### config.mk
export PLATFORM = sky130hd
export DESIGN_NAME = dpll_ref_feedback_dividers
export DESIGN_NICKNAME = d
export VERILOG_FILES = /design/src/dpll_div_pkg.sv /design/src/clock_edge_divider.sv /design/src/dpll_ref_feedback_dividers.sv
export SDC_FILE = /design/constraint.sdc
export NUM_CORES = 1
export LEC_CHECK = 0
export BUFFER_PORTS_ARGS = -buffer_cell sky130_fd_sc_hd__clkbuf_2
export CAP_MARGIN = 20
export CORE_MARGIN = 3
export CORE_UTILIZATION = 35
export CTS_CLUSTER_DIAMETER = 120
export CTS_CLUSTER_SIZE = 12
export DETAILED_ROUTE_END_ITERATION = 16
export HOLD_SLACK_MARGIN = 0.08
export SETUP_SLACK_MARGIN = 0.2
export SLEW_MARGIN = 20
export SYNTH_ARGS = -nofsm -noshare
export SYNTH_HDL_FRONTEND = slang
export SYNTH_HIERARCHICAL = 1
export SYNTH_SLANG_ARGS = --single-unit
### constraint.sdc
create_clock -name clk -period 2.2 [get_ports clk]
set_input_delay 0.66 -clock clk [delete_from_list [all_inputs] [get_ports clk]]
set_output_delay 0.66 -clock clk [all_outputs]
set_load 0.005 [all_outputs]
### src/dpll_div_pkg.sv
// Constants for the DPLL input dividers: register indices, field positions and reset values.
// Assumes a classic Wishbone slave with 32-bit data, where byte address = 4 x register index.
// Summary of operation
// - Reference count is 16 bits, ratio value plus one.
// - Lower byte bits 7..0, next byte 15..8.
// - Reference control bit 7 inverts reference clock.
// - Reference control bit 0 adds divide-by-two prescaler.
// - Feedback count is 16 bits, ratio value plus one.
// - Feedback lower byte 7..0, next byte 15..8.
// - Feedback control bit 7 inverts feedback clock.
// - Feedback control bit 0 adds divide-by-two prescaler.
// - Control bits 6..1 reserved, no effect.
package dpll_div_pkg;

  // Bus geometry.
  localparam int ADDR_W = 12;                  // Byte address width on the bus.
  localparam int IDX_W  = 10;                  // Register index width (byte address / 4).
  localparam int DAT_W  = 32;                  // Bus data width.
  localparam int CNT_W  = 16;                  // Divider count width.

  // Register indices as printed; the byte address is four times each index.
  localparam logic [IDX_W-1:0] IDX_REF_LOW   = 10'h101;
  localparam logic [IDX_W-1:0] IDX_REF_HIGH  = 10'h102;
  localparam logic [IDX_W-1:0] IDX_REF_CTRL  = 10'h103;
  localparam logic [IDX_W-1:0] IDX_FB_LOW    = 10'h104;
  localparam logic [IDX_W-1:0] IDX_FB_HIGH   = 10'h105;
  localparam logic [IDX_W-1:0] IDX_FB_CTRL   = 10'h106;
  localparam logic [IDX_W-1:0] IDX_STATUS    = 10'h180;

  // Control byte field positions.
  localparam int CTRL_INVERT_BIT   = 7;        // Count on the opposite input edge.
  localparam int CTRL_PRESCALE_BIT = 0;        // Extra divide-by-two ahead of the counter.

  // Status field positions.
  localparam int STAT_REF_TOGGLE_BIT = 0;      // Flips on every reference output pulse.
  localparam int STAT_FB_TOGGLE_BIT  = 1;      // Flips on every feedback output pulse.

  // Reset values.
  localparam logic [7:0]       RST_COUNT_BYTE = 8'h00;
  localparam logic             RST_CTRL_BIT   = 1'b0;
  localparam logic [CNT_W-1:0] RST_LIMIT      = 16'h0000;

endpackage

### src/clock_edge_divider.sv
// One programmable divider: edge select, optional divide-by-two and a 16-bit counter.
// Assumes the divided clock arrives as a level synchronous to clk, below half the clk rate.
`timescale 1ns/1ps
module clock_edge_divider
  import dpll_div_pkg::*;
#(
  parameter int WIDTH = CNT_W
)
(
  input  wire logic             clk,
  input  wire logic             rst,
  input  wire logic             clockIn,
  input  wire logic             invert,
  input  wire logic             prescale,
  input  wire logic [WIDTH-1:0] countValue,
  output logic                  pulse,
  output logic                  toggle
);

  logic             sampled;       // Input after optional inversion.
  logic             prev_q;        // Input one cycle ago.
  logic             inEdge;        // Active edge seen this cycle.
  logic             half_q;        // Prescaler phase.
  logic             preEn_q;       // Prescaler setting in force for this count.
  logic             countEdge;     // Edge that advances the counter.
  logic [WIDTH-1:0] cnt_q;         // Edges counted so far in this period.
  logic [WIDTH-1:0] limit_q;       // Terminal value in force for this period.
  logic             terminal;      // Counter sits on its terminal value.
  logic             wrap;          // Period completes this cycle.
  logic             pulse_q;       // Registered output pulse.
  logic             toggle_q;      // Registered toggle, flips per pulse.

  // Selecting the edge by inversion keeps one edge detector for both modes.
  assign sampled   = clockIn ^ invert;
  assign inEdge    = sampled & ~prev_q;
  // With the prescaler on, only every second active edge reaches the counter.
  assign countEdge = preEn_q ? (inEdge & half_q) : inEdge;
  assign terminal  = (cnt_q == limit_q);
  assign wrap      = countEdge & terminal;
  assign pulse     = pulse_q;
  assign toggle    = toggle_q;

  // Edge history and prescaler phase.
  always_ff @(posedge clk)
  begin
    if (rst)
    begin
      prev_q <= 1'b0;
      half_q <= 1'b0;
    end
    else
    begin
      prev_q <= sampled;
      if (inEdge)
      begin
        half_q <= ~half_q;
      end
    end
  end

  // Counter: new count and prescaler settings are taken only at a wrap, so a count change cuts no period short.
  always_ff @(posedge clk)
  begin
    if (rst)
    begin
      cnt_q    <= RST_LIMIT;
      limit_q  <= RST_LIMIT;
      preEn_q  <= RST_CTRL_BIT;
      pulse_q  <= 1'b0;
      toggle_q <= 1'b0;
    end
    else
    begin
      pulse_q <= wrap;
      if (wrap)
      begin
        cnt_q    <= '0;
        limit_q  <= countValue;
        preEn_q  <= prescale;
        toggle_q <= ~toggle_q;
      end
      else if (countEdge)
      begin
        cnt_q <= cnt_q + 1'b1;
      end
    end
  end
endmodule

### src/dpll_ref_feedback_dividers.sv
// Reference and feedback dividers of the DPLL input stage with their Wishbone register file.
// Assumes a classic Wishbone master on clk, both clock inputs synchronous to clk and slower
// than half its rate, and a phase detector downstream that takes one-cycle pulses.
//
// The Wishbone interface to the registers was decided locally.
`timescale 1ns/1ps
module dpll_ref_feedback_dividers
(
  input  wire logic                              clk,
  input  wire logic                              rst,
  // Classic Wishbone slave port.
  input  wire logic                              cyc_i,
  input  wire logic                              stb_i,
  input  wire logic                              we_i,
  input  wire logic [dpll_div_pkg::ADDR_W-1:0]   adr_i,
  input  wire logic [3:0]                        sel_i,
  input  wire logic [dpll_div_pkg::DAT_W-1:0]    dat_i,
  output logic      [dpll_div_pkg::DAT_W-1:0]    dat_o,
  output logic                                   ack_o,
  // Selected reference clock and the feedback clock.
  input  wire logic                              referenceClock,
  input  wire logic                              feedbackClockInput,
  // Divided outputs towards the phase detector.
  output logic                                   refDivPulse,
  output logic                                   fbDivPulse
);
  import dpll_div_pkg::*;

  // Bus request and decode.
  logic             ack_q;          // Registered acknowledge.
  logic [DAT_W-1:0] rdata_q;        // Registered read data.
  logic [DAT_W-1:0] rdata_d;        // Read data selected for the current address.
  logic             reqTaken;       // A new request is taken on this edge.
  logic             wrTaken;        // A write with the low byte lane enabled.
  logic [IDX_W-1:0] regIndex;       // Word index of the request.
  logic             hitRefLow;      // Address matches each register.
  logic             hitRefHigh;
  logic             hitRefCtrl;
  logic             hitFbLow;
  logic             hitFbHigh;
  logic             hitFbCtrl;
  logic             hitStatus;

  // Register storage; reserved control bits are not stored at all.
  logic [7:0]       refCountLow_q;  // Reference count bits 7..0.
  logic [7:0]       refCountHigh_q; // Reference count bits 15..8.
  logic             refInvert_q;    // Reference falling edge select.
  logic             refPrescale_q;  // Reference divide-by-two enable.
  logic [7:0]       fbCountLow_q;   // Feedback count bits 7..0.
  logic [7:0]       fbCountHigh_q;  // Feedback count bits 15..8.
  logic             fbInvert_q;     // Feedback falling edge select.
  logic             fbPrescale_q;   // Feedback divide-by-two enable.

  // Assembled divider settings and state.
  logic [CNT_W-1:0] refCount;       // Full reference count.
  logic [CNT_W-1:0] fbCount;        // Full feedback count.
  logic [7:0]       refCtrlByte;    // Reference control byte as read back.
  logic [7:0]       fbCtrlByte;     // Feedback control byte as read back.
  logic [7:0]       statusByte;     // Live divider state.
  logic             refToggle;      // Flips on every reference output pulse.
  logic             fbToggle;       // Flips on every feedback output pulse.

  // A request is taken once; the held request is not taken again while ack is high.
  assign reqTaken = cyc_i & stb_i & ~ack_q;
  assign wrTaken  = reqTaken & we_i & sel_i[0];
  assign regIndex = adr_i[ADDR_W-1:2];

  // Address decoding against the word index.
  assign hitRefLow  = (regIndex == IDX_REF_LOW);
  assign hitRefHigh = (regIndex == IDX_REF_HIGH);
  assign hitRefCtrl = (regIndex == IDX_REF_CTRL);
  assign hitFbLow   = (regIndex == IDX_FB_LOW);
  assign hitFbHigh  = (regIndex == IDX_FB_HIGH);
  assign hitFbCtrl  = (regIndex == IDX_FB_CTRL);
  assign hitStatus  = (regIndex == IDX_STATUS);

  // The lower address holds the low byte of each count.
  assign refCount = {refCountHigh_q, refCountLow_q};
  assign fbCount  = {fbCountHigh_q, fbCountLow_q};

  // Reserved control bits read back as zero.
  assign refCtrlByte = {refInvert_q, 6'h00, refPrescale_q};
  assign fbCtrlByte  = {fbInvert_q, 6'h00, fbPrescale_q};
  assign statusByte  = {6'h00, fbToggle, refToggle};

  // Read selection; an unmapped index returns zero and is still acknowledged.
  always_comb
  begin
    rdata_d = '0;
    if (hitRefLow)
    begin
      rdata_d[7:0] = refCountLow_q;
    end
    else if (hitRefHigh)
    begin
      rdata_d[7:0] = refCountHigh_q;
    end
    else if (hitRefCtrl)
    begin
      rdata_d[7:0] = refCtrlByte;
    end
    else if (hitFbLow)
    begin
      rdata_d[7:0] = fbCountLow_q;
    end
    else if (hitFbHigh)
    begin
      rdata_d[7:0] = fbCountHigh_q;
    end
    else if (hitFbCtrl)
    begin
      rdata_d[7:0] = fbCtrlByte;
    end
    else if (hitStatus)
    begin
      rdata_d[7:0] = statusByte;
    end
  end

  // Acknowledge and read data: one cycle after the request; ack drops the cycle after, read data holds until the next read.
  always_ff @(posedge clk)
  begin
    if (rst)
    begin
      ack_q   <= 1'b0;
      rdata_q <= '0;
    end
    else
    begin
      ack_q <= reqTaken;
      if (reqTaken && !we_i)
      begin
        rdata_q <= rdata_d;
      end
    end
  end

  assign ack_o = ack_q;
  assign dat_o = rdata_q;

  // Reference divider registers.
  always_ff @(posedge clk)
  begin
    if (rst)
    begin
      refCountLow_q  <= RST_COUNT_BYTE;
      refCountHigh_q <= RST_COUNT_BYTE;
      refInvert_q    <= RST_CTRL_BIT;
      refPrescale_q  <= RST_CTRL_BIT;
    end
    else if (wrTaken)
    begin
      if (hitRefLow)
      begin
        refCountLow_q <= dat_i[7:0];
      end
      if (hitRefHigh)
      begin
        refCountHigh_q <= dat_i[7:0];
      end
      if (hitRefCtrl)
      begin
        // Bits 6..1 of the written byte are dropped.
        refInvert_q   <= dat_i[CTRL_INVERT_BIT];
        refPrescale_q <= dat_i[CTRL_PRESCALE_BIT];
      end
    end
  end

  // Feedback divider registers.
  always_ff @(posedge clk)
  begin
    if (rst)
    begin
      fbCountLow_q  <= RST_COUNT_BYTE;
      fbCountHigh_q <= RST_COUNT_BYTE;
      fbInvert_q    <= RST_CTRL_BIT;
      fbPrescale_q  <= RST_CTRL_BIT;
    end
    else if (wrTaken)
    begin
      if (hitFbLow)
      begin
        fbCountLow_q <= dat_i[7:0];
      end
      if (hitFbHigh)
      begin
        fbCountHigh_q <= dat_i[7:0];
      end
      if (hitFbCtrl)
      begin
        fbInvert_q   <= dat_i[CTRL_INVERT_BIT];
        fbPrescale_q <= dat_i[CTRL_PRESCALE_BIT];
      end
    end
  end

  // Reference path. Ratios above 65,536 rely on software having set the prescaler, which sits behind the
  // edge detector and so does not raise the input rate limit; nothing here checks the input rate.
  clock_edge_divider #(
    .WIDTH      (CNT_W)
  ) u_ref_div (
    .clk        (clk),
    .rst        (rst),
    .clockIn    (referenceClock),
    .invert     (refInvert_q),
    .prescale   (refPrescale_q),
    .countValue (refCount),
    .pulse      (refDivPulse),
    .toggle     (refToggle)
  );

  // Feedback path, identical structure.
  clock_edge_divider #(
    .WIDTH      (CNT_W)
  ) u_fb_div (
    .clk        (clk),
    .rst        (rst),
    .clockIn    (feedbackClockInput),
    .invert     (fbInvert_q),
    .prescale   (fbPrescale_q),
    .countValue (fbCount),
    .pulse      (fbDivPulse),
    .toggle     (fbToggle)
  );
endmodule

==> results.md <==
* Status: finished clean
* Synth warnings at 6
* Die Width at 137 um
* Maximum vdd drop at 0.000456 V
* Maximum clock rate at 535 MHz
* CORE AREA at 16800 um2
* Min cycle time layout at 1.87 ns
* First-pass GRT wire length at 24.4 mm
* Global Route Usage Sum at 0.164
* Post-placement cell count at 942
* Layout cell share with drive strength beyond 1 at 0.191
* FP Rows at 47
* Hold Path Class: flop to flop
* Synth area leader: dfxtp_1
* Post-Syn Area at 6040 um2
* Largest net degree at the start of global routing at 36
* Setup_tns at 0 ns
* Rel. slew slack at 0.603
* Final Hold Vio Count at 0
* Slew Limit Fails at 0
* Number of synthesized flops with an enable pin at 0
* DR vias at 5174
* Crit Path Max Fanout at 18
* Final ANT Viol Nets at 0
* TritonCTS Sinks at 119
* Initial DRC Count at 346
* CTS buffer count at 17
* CP Data Required Time at 2.55 ns
* Lkg Pwr at 2.51 nW
* Distinct cells, synth at 56
* Clock transition at path regs at 0.05 ns
* CTS HTree Levels at 4
* Ant. Diodes at 0
* Final worst setup slack at 0.332 ns
* Register area share after synthesis at 0.395
* Multi-input logic area at 3320 um2
* Prevailing post-synth register cell: dfxtp_1
* Power per cell area at 759 nW/um2
* GRT overflow at 0
* Initial core utilization at 0.360
* Startpoint types: flop
* Die extent in y at 137 um
* Post-cts hold buffer count at 0
* Hpwl dp at 10.7 mm
* Die ar. at 18900 um2
* Max-Cap Viols at 0
* Pre-CTS WS at 0.0223 ns
* Root Driver: clkbuf_16
* Post-Syn Instances at 695
* Final period util at 0.849
* Number of vias per cell at 5.32
* WL/cell at 15.4 um
* Final Instance Area at 7110 um2
* Slew @ Worst Pin at 0.593 ns
* Final net count at 798
* DRC at 0
* Crit end category: flop
* Post-cts resize count at 0
* Vias in the first global route at 4748
* GPL Wtd Cong at 0.837
* Crit path kind: flop to flop
* Count leader, synth: dfxtp_1
* Clock Tree Buf Depth at 2
* Final hold slack at 0.450 ns
* PortBufs at 36
* Setup violators final at 0
* Worst path arrival time at 2.22 ns
* Finished Layout Cells at 973
* RSZ-0062 raised after global routing: no
* Asr flop ratio synth at 0
* Share of the synthesized area in the top cell type at 0.395
* Register area at 2380 um2
* CTS tree: done
* DRT Wirelength at 15.0 mm
* Area Overhead vs Synth at 17.8%
* Placed Instance Area at 6510 um2
* Number of iterations in the first detailed-routing pass at 5
* Fill cell total of the finished layout at 1693
* Final Skew at 0.00706 ns
* Clock Latency Late Sink at 0.42 ns
* Mapped Avg Cell Area at 8.69 um2
* Initial antenna violation count at 0
* Postcts setup bufs at 0
* Commonest cells post-synth: dfxtp_1 (119), a21oi_1 (84), nand3_1 (79)
* FF+latch count, synth at 119
* Synth area leaders: dfxtp_1 (39%), a21oi_1 (7.0%), nand3_1 (6.5%), xor2_1 (5.8%), o21ai_0 (4.9%)
* Top-Level Pins at 90
-- worst paths after layout --
kind	from	endpoint	slack [ns]	cells after the start
max reg2reg	u_ref_div/cnt_q[1]	u_ref_div/toggle	0.33	6
min reg2reg	dat_o[4]	dat_o[4]	0.45	2
min	dat_o[4]	dat_o[4]	0.45	2
max	u_ref_div/cnt_q[1]	u_ref_div/toggle	0.33	6
-- cell usage in the layout, fill, tap and decap left out, types with 2 or more instances in the layout --
cell type  count
and4_1         8
or3_4          3
nor4_1         6
ha_1           2
a2111oi_0      2
nand3b_1      13
a21oi_1       84
buf_4         37
nor3_1        18
clkinv_2       5
nand4b_1       4
nor2_1        17
nand4bb_1      3
and2_4         2
nand3_1       79
bufinv_16      3
o21ai_0       59
nand4_1       16
o31ai_1        2
xor2_1        40
nand2_1       16
dfxtp_1      119
nor2b_1        4
clkbuf_16     17
clkbuf_2      35
inv_1          4
conb_1        24
and3b_1        4
or3_1          6
clkbuf_8       4
mux2i_1        9
xnor2_1       22
nor3_2        21
nand2b_1      12
o21ai_1       21
and3_1         2
buf_12         3
nor4_2         5
xnor2_4        2
-- critical path: stages, from the launching register on --
cell and delay [ns]:
dfxtp_1 0.35, xor2_1 0.20, nor4_1 0.42, nand4bb_1 0.14
buf_4 0.22, or3_1 0.31, a21oi_1 0.15
-- through the flow --
stage	power [W]	util
after floorplan	0.00251	-
after global placement	0.00260	0.388
after detailed placement	0.00260	0.388
after CTS	0.00545	0.424
after global routing	0.00557	0.424
final	0.00540	0.424
-- area by class of cell --
cell class,count,area share
clock inverter,9,0.0172
timing repair buffer,75,0.0721
multi-input combinational,524,0.467
sequential,119,0.335
inverter,4,0.00211
tap,220,0.0387
clock buffer,22,0.0681
-- where the power goes --
group	switching [W]	internal, W
sequential	0.0000168	0.00217
combinational	0.000244	0.000123
clock	0.000961	0.00188
-- metal layers --
layer / GRT usage / vias up / wire length [um]
li1: - / 2562 / -
met5: 0 / - / 0
met3: 0.0402 / 21 / 835
met2: 0.231 / 139 / 6330
met4: 0.0516 / 0 / 222
met1: 0.243 / 2452 / 7590
-- sequential cells by signal, indices dropped and copies added, names as in the netlist, 8 cells and up --
signal / flops
dat_o: 8
fbCountHigh_q: 8
fbCountLow_q: 8
refCountHigh_q: 8
refCountLow_q: 8
u_fb_div/cnt_q: 16
u_fb_div/limit_q: 16
u_ref_div/cnt_q: 16
u_ref_div/limit_q: 16
-- cell families (layout without fill, tap and decap cells) --
logic type | count (synthesis) | in the layout | synth area share
compound gates | 176 | 176 | 0.152
flops | 119 | 119 | 0.395
other cells | 1 | 24 | 0.000621
simple gates | 248 | 248 | 0.262
buf+inv | 75 | 110 | 0.0748
fa+ha+maj | 2 | 2 | 0.00414
xor+xnor | 64 | 64 | 0.0953
mux | 10 | 10 | 0.0168
Note: power is estimated with default switching activity, not from simulation.
